==> config.mk <==
export PLATFORM = sky130hd
export DESIGN_NAME = edops_ctrl
export DESIGN_NICKNAME = d
export VERILOG_FILES = /design/src/hdl/edops_pkg.sv /design/src/hdl/edops_ctrl.sv
export SDC_FILE = /design/constraint.sdc
export NUM_CORES = 1
export LEC_CHECK = 0
export BUFFER_PORTS_ARGS = -buffer_cell sky130_fd_sc_hd__buf_2
export CAP_MARGIN = 20
export CORE_ASPECT_RATIO = 1.75
export CORE_UTILIZATION = 60
export DETAILED_ROUTE_END_ITERATION = 6
export PLACE_DENSITY_LB_ADDON = 0.2
export SLEW_MARGIN = 20
export SYNTH_ARGS = -nofsm -noshare
export SYNTH_HDL_FRONTEND = slang
export SYNTH_SLANG_ARGS = --single-unit
==> constraint.sdc <==
create_clock -name clock_i -period 3.8 [get_ports clock_i]
set_input_delay 0.38 -clock clock_i [delete_from_list [all_inputs] [get_ports clock_i]]
set_output_delay 0.38 -clock clock_i [all_outputs]
set_load 0.01 [all_outputs]
==> src/hdl/edops_pkg.sv <==
// package: constants for the page-mode memory controller
package edops_pkg;
  localparam int unsigned CLK_MHZ        = 25;
  localparam int unsigned PAUSE_US       = 200;
  localparam int unsigned PAUSE_CYC      = PAUSE_US * CLK_MHZ;
  localparam int unsigned REF_WIN_MS     = 16;
  localparam int unsigned REF_ROWS       = 1024;
  // per-row spacing, rounded down so the window is never exceeded
  localparam int unsigned REF_GAP_CYC    = (REF_WIN_MS * 1000 * CLK_MHZ) / REF_ROWS;
  // worst wait from refresh request to its strobe, taken off the gap
  localparam int unsigned REF_SLACK_CYC  = 16;
  localparam int unsigned WAKE_CYCLES    = 8;
  localparam int unsigned ADDR_W         = 10;
  localparam int unsigned DATA_W         = 16;
  localparam int unsigned BYTE_W         = 8;
  localparam int unsigned CNT_W          = 24;
  // strobe phase lengths in clock cycles (40 ns each)
  localparam logic [3:0]  ROW_LOW_CYC    = 4'h2;
  localparam logic [3:0]  PRECHARGE_CYC  = 4'h1;
  localparam logic [3:0]  REF_LOW_CYC    = 4'h2;
  localparam logic [3:0]  WAKE_CNT_INIT  = 4'h0;
  localparam logic [3:0]  WAKE_CNT_LAST  = 4'h7;

  typedef enum logic [3:0] {
    EDOPS_PAUSE  = 4'h0,
    EDOPS_IDLE   = 4'h1,
    EDOPS_ROW    = 4'h3,
    EDOPS_COLSET = 4'h2,
    EDOPS_COL    = 4'h6,
    EDOPS_COLHI  = 4'h7,
    EDOPS_PRE    = 4'h5,
    EDOPS_RCAS   = 4'h4,
    EDOPS_RREF   = 4'hc,
    EDOPS_RUP    = 4'hd
  } edops_state_e;
endpackage

==> src/hdl/edops_ctrl.sv <==
// edops_ctrl: host-side page-mode controller with power-up wake-up and refresh
// Function
// - Reads and writes may mix within one row-open period at ordinary page speed.
// - After power-up wait at least 200 us, then issue at least eight row-strobe cycles.
// - The eight wake-up cycles are refresh cycles, row-only or column-first; the code issues column-first only.
// - If the refresh interval lapses, the eight-cycle wake-up is repeated first.
// - Column-first refresh: row strobe falls with a column strobe low; address ignored.
// - 1024 refresh cycles must be issued within each 16 ms window.
`timescale 1ns/1ns
module edops_ctrl #(
  parameter int unsigned PAUSE_CYCLES = edops_pkg::PAUSE_CYC,
  parameter int unsigned REFRESH_GAP  = edops_pkg::REF_GAP_CYC
) (
  // clock and reset
  input  wire logic                            clock_i,
  input  wire logic                            rst_i,
  // user request
  input  wire logic                            req_valid_i,
  input  wire logic                            req_write_i,
  input  wire logic [1:0]                      req_byte_en_i,
  input  wire logic [edops_pkg::ADDR_W-1:0]    req_row_i,
  input  wire logic [edops_pkg::ADDR_W-1:0]    req_col_i,
  input  wire logic [edops_pkg::DATA_W-1:0]    req_wdata_i,
  output logic                                 req_ready_o,
  // user answer
  output logic                                 rsp_valid_o,
  output logic [edops_pkg::DATA_W-1:0]         rsp_rdata_o,
  output logic                                 init_done_o,
  // memory pins
  output logic                                 row_strobe_n_o,
  output logic                                 low_byte_column_strobe_n_o,
  output logic                                 high_byte_column_strobe_n_o,
  output logic                                 write_enable_n_o,
  output logic                                 output_enable_n_o,
  output logic [edops_pkg::ADDR_W-1:0]         mem_addr_o,
  input  wire logic [edops_pkg::DATA_W-1:0]    mem_data_i,
  output logic [edops_pkg::DATA_W-1:0]         mem_data_o,
  output logic [edops_pkg::DATA_W-1:0]         mem_data_oe_o
);
  import edops_pkg::*;

  edops_state_e              state;
  logic [CNT_W-1:0]          pause_cnt;
  logic [CNT_W-1:0]          ref_cnt;
  logic                      ref_due;
  logic                      ref_lapsed;
  logic [3:0]                phase;
  logic [3:0]                wake_cnt;
  logic                      waking;
  logic [ADDR_W-1:0]         open_row;
  logic                      cur_write;
  logic [1:0]                cur_be;
  logic                      take;
  logic [ADDR_W-1:0]         first_col;
  logic                      read_cap;

  // a page hit only for the open row; another row goes through precharge first
  assign take = (state == EDOPS_IDLE || (state == EDOPS_COLHI && req_row_i == open_row)) &&
                req_valid_i && !ref_due && !waking;

  // refresh interval timer: one refresh per gap keeps 1024 rows inside 16 ms
  always_ff @(posedge clock_i) begin
    if (rst_i || state == EDOPS_PAUSE) begin
      ref_cnt    <= '0;
      ref_due    <= 1'b0;
      ref_lapsed <= 1'b0;
    end else if (state == EDOPS_RCAS) begin
      ref_cnt    <= '0;
      ref_due    <= 1'b0;
      // a lapse in the same cycle wins over the clear
      ref_lapsed <= (ref_cnt == CNT_W'(2 * REFRESH_GAP - 1));
    end else begin
      ref_cnt <= ref_cnt + 1'b1;
      // raised early so the worst wait for the strobe still fits the gap
      if (ref_cnt == CNT_W'(REFRESH_GAP - 1 - REF_SLACK_CYC)) begin
        ref_due <= 1'b1;
      end
      if (ref_cnt == CNT_W'(2 * REFRESH_GAP - 1)) begin
        ref_lapsed <= 1'b1;
      end
    end
  end

  // wake-up bookkeeping
  always_ff @(posedge clock_i) begin
    if (rst_i) begin
      wake_cnt <= WAKE_CNT_INIT;
      waking   <= 1'b1;
    end else if (ref_lapsed && !waking) begin
      wake_cnt <= WAKE_CNT_INIT;
      waking   <= 1'b1;
    end else if (state == EDOPS_RUP && phase == 4'h0 && waking) begin
      if (wake_cnt == WAKE_CNT_LAST) begin
        waking <= 1'b0;
      end
      wake_cnt <= wake_cnt + 4'h1;
    end
  end

  always_ff @(posedge clock_i) begin
    if (rst_i) begin
      init_done_o <= 1'b0;
    end else begin
      init_done_o <= !waking && state != EDOPS_PAUSE;
    end
  end

  // main sequencer
  always_ff @(posedge clock_i) begin
    if (rst_i) begin
      state     <= EDOPS_PAUSE;
      pause_cnt <= '0;
      phase     <= 4'h0;
      open_row  <= '0;
      cur_write <= 1'b0;
      cur_be    <= 2'h0;
    end else begin
      if (phase != 4'h0) begin
        phase <= phase - 4'h1;
      end
      unique case (state)
        EDOPS_PAUSE: begin
          pause_cnt <= pause_cnt + 1'b1;
          if (pause_cnt == CNT_W'(PAUSE_CYCLES - 1)) begin
            state <= EDOPS_IDLE;
          end
        end
        EDOPS_IDLE: begin
          if (ref_due || waking) begin
            state <= EDOPS_RCAS;
          end else if (take) begin
            open_row  <= req_row_i;
            cur_write <= req_write_i;
            cur_be    <= req_byte_en_i;
            phase     <= ROW_LOW_CYC;
            state     <= EDOPS_ROW;
          end
        end
        EDOPS_ROW: begin
          if (phase == 4'h0) begin
            state <= EDOPS_COLSET;
          end
        end
        EDOPS_COLSET: state <= EDOPS_COL;
        EDOPS_COL:    state <= EDOPS_COLHI;
        EDOPS_COLHI: begin
          if (take && req_row_i == open_row) begin
            cur_write <= req_write_i;
            cur_be    <= req_byte_en_i;
            state     <= EDOPS_COLSET;
          end else if (req_valid_i || ref_due || waking) begin
            phase <= PRECHARGE_CYC;
            state <= EDOPS_PRE;
          end
        end
        EDOPS_PRE: begin
          if (phase == 4'h0) begin
            state <= EDOPS_IDLE;
          end
        end
        EDOPS_RCAS: begin
          phase <= REF_LOW_CYC;
          state <= EDOPS_RREF;
        end
        EDOPS_RREF: begin
          if (phase == 4'h0) begin
            phase <= PRECHARGE_CYC;
            state <= EDOPS_RUP;
          end
        end
        EDOPS_RUP: begin
          if (phase == 4'h0) begin
            state <= EDOPS_IDLE;
          end
        end
        default: state <= EDOPS_IDLE;
      endcase
    end
  end

  // pin drive, all registered
  always_ff @(posedge clock_i) begin
    if (rst_i) begin
      row_strobe_n_o              <= 1'b1;
      low_byte_column_strobe_n_o  <= 1'b1;
      high_byte_column_strobe_n_o <= 1'b1;
      write_enable_n_o            <= 1'b1;
      output_enable_n_o           <= 1'b1;
      mem_addr_o                  <= '0;
      mem_data_o                  <= '0;
      mem_data_oe_o               <= '0;
    end else begin
      row_strobe_n_o <= !(state == EDOPS_ROW || state == EDOPS_COLSET ||
                          state == EDOPS_COL || state == EDOPS_COLHI ||
                          state == EDOPS_RREF);
      // column strobes low before row falls: column-first refresh
      low_byte_column_strobe_n_o  <= !((state == EDOPS_COL && cur_be[0]) ||
                                       state == EDOPS_RCAS || state == EDOPS_RREF);
      high_byte_column_strobe_n_o <= !((state == EDOPS_COL && cur_be[1]) ||
                                       state == EDOPS_RCAS || state == EDOPS_RREF);
      write_enable_n_o  <= !(cur_write && (state == EDOPS_COLSET || state == EDOPS_COL));
      // released at the same edge at which a write starts driving the data pins
      output_enable_n_o <= (take && req_write_i) ||
                           !(!cur_write && state != EDOPS_RCAS && state != EDOPS_RREF &&
                             row_strobe_n_o == 1'b0);
      if (state == EDOPS_IDLE && take) begin
        mem_addr_o <= req_row_i;
      end else if ((state == EDOPS_ROW && phase == 4'h0) ||
                   (state == EDOPS_COLHI && take)) begin
        mem_addr_o <= (state == EDOPS_COLHI) ? req_col_i : first_col;
      end else if (state == EDOPS_RCAS) begin
        mem_addr_o <= '0;
      end
      if (take) begin
        mem_data_o <= req_wdata_i;
      end
      mem_data_oe_o <= (req_write_i && take) ?
                       {{BYTE_W{req_byte_en_i[1]}}, {BYTE_W{req_byte_en_i[0]}}} :
                       (state == EDOPS_ROW || state == EDOPS_COLSET ||
                        state == EDOPS_COL) ? mem_data_oe_o : '0;
    end
  end

  // column address for first access, held from the request
  always_ff @(posedge clock_i) begin
    if (rst_i) begin
      first_col <= '0;
    end else if (state == EDOPS_IDLE && take) begin
      first_col <= req_col_i;
    end
  end

  // read capture: data stays valid after strobe rises, so sample in COLHI
  always_ff @(posedge clock_i) begin
    if (rst_i) begin
      read_cap    <= 1'b0;
      rsp_valid_o <= 1'b0;
      rsp_rdata_o <= '0;
      req_ready_o <= 1'b0;
    end else begin
      // one answer per read strobe, even while the page stays open
      read_cap    <= (state == EDOPS_COL) && !cur_write;
      rsp_valid_o <= read_cap;
      if (read_cap) begin
        rsp_rdata_o <= mem_data_i;
      end
      req_ready_o <= take;
    end
  end
endmodule

Word level (Yosys, flattened, before mapping)
Cells that the tools add are included.
{"block": "op_classes", "addsub": 4, "n_eq_ne": 26, "n_mux": 32, "bitwise": 2, "reduce_logical": 58}
{"op": "4-bit two-way mux", "count": 14}
{"op": "24-bit by 1-bit adder with 24-bit output, second input constant", "count": 2}
{"op": "10-bit two-way mux", "count": 4}
{"op": "4-bit one-hot mux with 9 select lines", "count": 1}
{"op": "16-bit two-way mux", "count": 2}
{"op": "24-bit by 10-bit equality test with 1-bit output, second input constant", "count": 1}
{"op": "24-bit by 13-bit equality test with 1-bit output, second input constant", "count": 1}
{"op": "24-bit by 9-bit equality test with 1-bit output, second input constant", "count": 1}
{"op": "4-bit by 3-bit equality test with 1-bit output, second input constant", "count": 5}
{"op": "1-bit logical AND", "count": 20}
{"op": "1-bit logical OR", "count": 16}
{"op": "4-bit one-hot mux with 4 select lines", "count": 1}
{"op": "10-bit equality test", "count": 1}
{"op": "2-bit by 1-bit inequality test with 1-bit output, second input constant", "count": 5}
{"op": "4-bit by 2-bit equality test with 1-bit output, second input constant", "count": 2}
{"op": "4-bit equality test, second input constant", "count": 2}
{"op": "1-bit logical NOT", "count": 8}
{"op": "4-bit logical NOT", "count": 2}
{"op": "4-bit nonzero test", "count": 2}
{"op": "2-bit two-way mux", "count": 3}
{"op": "2-bit inequality test, second input constant", "count": 3}
{"op": "6-bit AND reduction", "count": 1}
{"op": "2-bit OR reduction", "count": 3}
{"op": "1-bit two-way mux", "count": 5}
{"op": "other kinds (15)", "count": 17}
{"block": "word_totals", "register_bits": 153, "in_bits": 58}

Logic depth before layout (Yosys ltp)
Gate-level depths: netlist of run 1.
{"block": "logic_depth", "word_depth": 10, "ltp_mapped": 10, "depth_no_buf": 9}

Least setup slack after synthesis of run 1
No wires, ideal clock.
{"block": "synth_path", "path_kind": "reg-to-reg", "startpoint": "register phase[0]", "endpoint": "register phase[0]", "setup_ps": 133, "arrival_time_ps": 1852, "required_ps": 3667, "setup_slack_ps": 1815, "stages_incl_launch_ff": 11, "path_buffers": 1, "cell_sequence": "dfxtp_1 > inv_1 > ha_1 > nor3b_2 > inv_1 > clkbuf_1 > ha_1 > nand2_1 > o21ai_0 > a22oi_1 > a31oi_1"}
{"block": "synth_via", "elab_chain_cells": 5}
{"item": "from (decl)", "line": "edops_ctrl.sv:47", "rtl": "logic [3:0] phase;"}
{"item": "from (signal assigned)", "line": "edops_ctrl.sv:119", "rtl": "phase <= phase - 4'h1;"}
{"item": "4-bit by 1-bit subtractor with 4-bit output / 4-bit nonzero test (equally long branches)", "line": "edops_ctrl.sv:119, edops_ctrl.sv:118"}
{"item": "4-bit two-way mux", "line": "edops_ctrl.sv:118", "rtl": "if (phase != 4'h0) begin"}
{"item": "4-bit two-way mux (on tied branches)", "line": "edops_ctrl.sv:151, edops_ctrl.sv:131"}
{"item": "4-bit two-way mux (on tied branches)", "line": "edops_ctrl.sv:147, edops_ctrl.sv:129"}
{"item": "4-bit one-hot mux with 4 select lines *", "line": "edops_ctrl.sv:121", "rtl": "unique case (state)"}
Mark *: on every way between the ends. The rest lies on a longest branch, timed or not.
A chain may end at the register's enable or synchronous reset.

Final worst setup path of run 1
{"block": "layout_path", "startpoint": "register state[3]", "endpoint": "register pause_cnt[21]"}
{"block": "layout_via", "elab_chain_cells": 1}
{"item": "from (decl)", "line": "edops_ctrl.sv:42", "rtl": "edops_state_e state;"}
{"item": "from (signal assigned)", "line": "edops_ctrl.sv:111", "rtl": "state <= EDOPS_PAUSE;"}
{"item": "from (signal assigned)", "line": "edops_ctrl.sv:125", "rtl": "state <= EDOPS_IDLE;"}
{"item": "from (signal assigned)", "line": "edops_ctrl.sv:130", "rtl": "state <= EDOPS_RCAS;"}
{"item": "4-bit logical NOT", "line": "edops_ctrl.sv:121"}
{"item": "to (signal assigned)", "line": "edops_ctrl.sv:123", "rtl": "pause_cnt <= pause_cnt + 1'b1;"}
{"item": "to (decl)", "line": "edops_ctrl.sv:43", "rtl": "logic [CNT_W-1:0] pause_cnt;"}
Every way passes these cells.

==> reports/results.tsv, run 1 <==
metric	value	unit
status	finished, final reports clean	
Req. time, crit path	4.07	ns
diode count	0	
FMAX	384.8	MHz
setup TNS	0	ns
post-cts gate resize count	0	
commonest cells after routing, fill and taps aside	dfxtp_1 (139), buf_2 (122), nor2_1 (80), a21oi_1 (66), nand2_1 (64)	
vias in the first global route	5632	
Cells after Synth	767	
DRT Pass-1 Iters	5	
Max Slew Vio Count	0	
Clock Skew	0.009469	ns
Post-Synth Adder-Cell Area	1.163	%
root buffer cell	clkbuf_16	
Final setup viols	0	
core footprint	10360	um^2
Syn Area/Cell	8.414	um^2
die area	11190	um^2
Max Cap Viol	0	
PD cells	468.9	nW/um^2
R2R Setup Slk	1.20	ns
Post-CTS Setup Bufs	0	
Starting Density	62.29	%
Clk Latency, worst-skew pair	0.42	ns
Max Root-Sink Buffers	2	
Final Cell Area	7661	um^2
area grow syn2layout	18.71	%
DRT iter0 DRCs	412	
Final ANT Viol Nets	0	
DP HPWL	10.58	mm
largest family of logic cells by synthesized area	simple AND/OR/NAND/NOR gates	
CTS clk-pin slew, worst paths	0.06	ns
Die H	139.2	um
site row count	49	
DRC	0	
XOR/XNOR Fraction of Synth Area	6.786	%
startpoint types	register	
wire per inst	16.01	um
Final period util	68.38	%
CTS tree	yes	
fin nets	920	
CTS Sinks	139	
number of I/O pins	124	
initial antenna violation count	0	
Num CTS Buffers	17	
# port buffers	123	
R2R Path Start	state[3]$_SDFFE_PP0P_	
final wirelength	15.94	mm
FFs w/ async S/R, synth	0	%
simple-gate share of the synthesized area	25.30	%
worst path arrival time	2.87	ns
fraction of layout cells with a size suffix above 1	21.29	%
final global-route overflow total	0	
hold_buf cts	0	
#FFs+latches synth	139	
most used flip-flop cell after synthesis	dfxtp_1	
synth unique cells	65	
placed instance area	6994	um^2
worst reg-to-reg path cell count	5	
vias	5873	
Vias/cell	5.897	
Slew HR	38.20	%
Hold WS	0.1997	ns
largest net degree at the start of global routing	66	
Post-synth EDFFs	0	
Mapped Area	6454	um^2
Syn Nets	831	
cell depth of the worst hold path	3	
LEAKAGE	2.777	nW
fraction of synthesized area in multiplexers	2.966	%
worst slew pin tran	0.9258	ns
Period minus WS final	2.599	ns
RSZ-0062 raised after global routing	false	
routability cong.	0.8967	
global-route wire length before repair	25.56	mm
Worst Hold Class	input pin to register	
Critical Path Fanout Max	22	
r2r endpoint	pause_cnt[21]$_SDFFE_PP0P_	
min-delay src	mem_data_i[0]	
Ys Warns	0	
worst hold endpoint	rsp_rdata_o[0]$_SDFFE_PP0P_	
Worst Setup End Kind	register	
sequential share of the synthesized area	43.12	%
Total GRT Usage	29.04	%
most common cell after layout, fill and taps aside	dfxtp_1	
Die W	80.40	um
peak supply drop	0.3755	mV
Final Hold Viols	0	
htree depth	4	
Synth Area in Compound Gates	13.73	%
WS Path Type	register to register	
-- cells by family (layout without fill, tap and decap cells) --
group                    after synthesis  in the layout
buffers and inverters                100            202
adder cells (fa/ha/maj)                6              6
AO/OA/AOI/OAI                        148            148
flip-flops                           139            139
multiplexers                          19             19
XOR/XNOR                              50             50
AND/OR/NAND/NOR                      305            305
-- how the worst max path moves through the flow --
stage	start	cells past startpoint	endpoint
final	state[3]$_SDFFE_PP0P_	5	pause_cnt[21]$_SDFFE_PP0P_
after global routing	state[3]$_SDFFE_PP0P_	5	pause_cnt[21]$_SDFFE_PP0P_
after CTS	state[3]$_SDFFE_PP0P_	5	pause_cnt[21]$_SDFFE_PP0P_
after detailed placement	state[3]$_SDFFE_PP0P_	5	pause_cnt[21]$_SDFFE_PP0P_
after global placement	state[1]$_SDFFE_PP0P_	5	output_enable_n_o$_SDFF_PP1_
after floorplan	phase[0]$_SDFF_PP0_	10	phase[0]$_SDFF_PP0_
-- flip-flops by register name, indices dropped and copies added, names as in the netlist, 2 cells and up --
register	cells
mem_data_o	16
first_col	10
ref_cnt	24
wake_cnt	4
open_row	10
rsp_rdata_o	16
phase	4
pause_cnt	24
cur_be	2
mem_addr_o	10
state	4
mem_data_oe_o	2
-- per-layer routing --
layer | track usage [%] | wire, um | share of wire [%]
met2 | 52.85 | 8641 | 54
met1 | 30.85 | 6081 | 38
met4 | 14.10 | 501 | 3.1
met3 | 5.526 | 719 | 4.5
met5 | 0 | 0 | 0
-- Yosys cell counts, types with 3 or more instances --
cell type | count | share of area [%]
nor2_1 | 80 | 4.7
o211ai_1 | 4 | 0.47
or4_1 | 4 | 0.47
ha_1 | 6 | 1.2
o32ai_1 | 6 | 0.81
a21oi_1 | 66 | 5.1
inv_1 | 38 | 2.2
xor2_1 | 6 | 0.81
nand3_1 | 43 | 3.3
or3_1 | 13 | 1.3
nand4_1 | 12 | 1.2
nor3_1 | 26 | 2.0
nor3_2 | 4 | 0.62
buf_2 | 7 | 0.54
a211oi_1 | 9 | 1.0
and4_1 | 7 | 0.95
nand2_1 | 64 | 3.7
nor4_2 | 3 | 0.58
nand2b_1 | 5 | 0.48
o2bb2ai_1 | 4 | 0.54
a22oi_1 | 3 | 0.35
o21ai_0 | 34 | 2.6
and3_1 | 4 | 0.39
buf_4 | 15 | 1.7
nor3b_2 | 3 | 0.58
clkbuf_1 | 37 | 2.2
o22ai_1 | 3 | 0.29
and2_1 | 6 | 0.58
dfxtp_1 | 139 | 43
nor2b_1 | 3 | 0.29
xnor2_1 | 44 | 6.0
nor4_1 | 10 | 0.97
a31oi_1 | 4 | 0.39
mux2i_1 | 18 | 2.8
-- critical path, stage by stage (launching register included) --
cell and delay (ns):
dfxtp_1 0.58, nor4_4 0.71, nand4_2 0.44, nor4_1 0.46
xnor2_1 0.17, nor2_1 0.08
-- stage by stage --
stage	worst slack [ns]	cells	power (mW)	util [%]
floorplan	1.815	767	1.681	-
global placement	1.292	964	1.748	67.50
detailed placement	1.244	964	1.765	67.50
CTS	1.236	996	3.604	73.94
global route	1.001	996	3.696	73.94
finish	1.201	996	3.592	73.94
-- area by class of cell --
| class | instances | area (um^2) |
|---|---|---|
| timing repair buffer | 131 | 678.2 |
| sequential | 139 | 2783 |
| multi-input combinational | 528 | 3228 |
| fill | 766 | 2700 |
| clock buffer | 20 | 456.7 |
| inverter | 39 | 146.4 |
| tap | 127 | 158.9 |
| clock inverter | 12 | 210.2 |
-- power breakdown --
part / switching [mW] / internal, mW
sequential: 0.0173 / 1.48
clock: 0.648 / 1.21
combinational: 0.149 / 0.0944
(Power assumes the default switching activity.)
==> inputs of run 2 (changes only) <==
CORE_UTILIZATION = 55   (was 60)
clock period = 2.4 ns   (was 3.8 ns; I/O delays follow)
==> reports/results.tsv, run 2 (same netlist as run 1, synthesis figures left out) <==
metric	value	unit
hold_buf cts	0	
DRT Pass-1 Iters	7	
Slew HR	39.79	%
Vias/cell	5.694	
worst path arrival time	2.47	ns
Clock Power Share	48.6	%
Max Cap Viol	0	
final core utilization	66.79	%
fin nets	933	
Worst Hold Class	input pin to register	
DRT iter0 DRCs	380	
switching part of the total	23.19	%
commonest cells after routing, fill and taps aside	dfxtp_1 (139), buf_2 (123), nor2_1 (80), a21oi_1 (66), nand2_1 (64)	
Final Cell Area	7691	um^2
global-route wire length before repair	26.27	mm
Die H	145.3	um
site row count	52	
Req. time, crit path	2.66	ns
multi-input logic area	3228	um^2
fraction of layout cells with a size suffix above 1	22.36	%
worst slew pin tran	0.8962	ns
Total GRT Usage	26.61	%
total power	5.408	mW
Max Root-Sink Buffers	2	
CTS tree	yes	
initial antenna violation count	0	
routability cong.	0.9252	
Cells after DPL	985	
PD cells	703.1	nW/um^2
Clk Latency, worst-skew pair	0.42	ns
status	complete, but fails checks	
die area	12190	um^2
Reg area	2783	um^2
core footprint	11520	um^2
vias in the first global route	5763	
number of I/O pins	124	
RSZ-0062 raised after global routing	false	
Clock Skew	0.008766	ns
FMAX	452.1	MHz
wire per inst	15.45	um
Period minus WS final	2.212	ns
final wirelength	15.70	mm
setup TNS	0	ns
Die W	83.89	um
Pint	4.154	mW
Final ANT Viol Nets	0	
Critical Path Fanout Max	8	
root buffer cell	clkbuf_16	
post-cts gate resize count	0	
placed instance area	7099	um^2
Fill cells	946	
CTS clk-pin slew, worst paths	0.06	ns
DRC	28	
Num CTS Buffers	17	
NetSw	1.254	mW
WS Path Type	register to register	
Starting Density	56.04	%
Final Hold Viols	0	
area grow syn2layout	19.17	%
LEAKAGE	2.816	nW
diode count	0	
combinational share of power	7.8	%
most common cell after layout, fill and taps aside	dfxtp_1	
DP HPWL	11.05	mm
biggest regs	pause_cnt: 24 flops, ref_cnt: 24 flops	
Post-CTS Setup Bufs	0	
failing checks	design-rule violations	
Worst Setup End Kind	register	
post-route setup slack	0.1880	ns
Final setup viols	0	
vias	5785	
Hold WS	0.05957	ns
htree depth	4	
final global-route overflow total	0	
Max Slew Vio Count	0	
# port buffers	123	
Final period util	92.17	%
dpl ws	0.1868	ns
largest net degree at the start of global routing	51	
startpoint types	register	
Seq pwr share	43.7	%
non-filler instance count after layout	1016	
CTS Sinks	139	
peak supply drop	0.5021	mV
-- run 2: cell types whose count changed in the layout (fill, tap and decap cells not counted), sizes merged --
cell | previous run | this run
buf | 131 | 144
clkinv | 5 | 9
bufinv | 5 | 3
inv | 40 | 38
clkbuf | 20 | 19
-- run 2: path summary, 6_finish.rpt --
kind,start,endpoint,slack (ns),cells after the start
max,phase[0]$_SDFF_PP0_,mem_addr_o[6]$_SDFFE_PP0P_,0.19,7
max reg2reg,phase[0]$_SDFF_PP0_,mem_addr_o[6]$_SDFFE_PP0P_,0.19,7
min,mem_data_i[15],rsp_rdata_o[15]$_SDFFE_PP0P_,0.06,3
min reg2reg,mem_data_o[1]$_SDFFE_PP0N_,mem_data_o[1]$_SDFFE_PP0N_,0.46,2
-- run 2: power groups by stage --
stage / Clock (mW) / Combinational, mW / Sequential [mW]
final: 2.63 / 0.420 / 2.36
after global routing: 2.77 / 0.466 / 2.36
after CTS: 2.66 / 0.418 / 2.36
after detailed placement: 0 / 0.413 / 2.41
after global placement: 0 / 0.398 / 2.41
after floorplan: 0 / 0.256 / 2.40
-- run 2: final cells by class --
cell class                      count  area share [%]
Timing Repair Buffer              144           10.05
Tap cell                          135           2.196
Sequential cell                   139           36.18
Clock inverter                     12           1.936
Inverter                           39           1.903
Clock buffer                       19           5.759
Multi-Input combinational cell    528           41.97
-- run 2: metal layers --
| metal | up-vias | routed length (um) | global-route usage [%] |
|---|---|---|---|
| met5 | - | 0 | 0 |
| met1 | 2693 | 6127 | 28.00 |
| met2 | 185 | 8428 | 48.73 |
| met4 | 0 | 493 | 12.50 |
| met3 | 45 | 646 | 6.542 |
| li1 | 2862 | - | - |
-- run 2: critical path, cell delays in order, from the launching register on --
cell and delay, ns:
dfxtp_1 0.34, inv_1 0.05, ha_1 0.22, nor3b_2 0.20, inv_1 0.23, nor2_1 0.10, nor3_1 0.73, a211oi_1 0.18
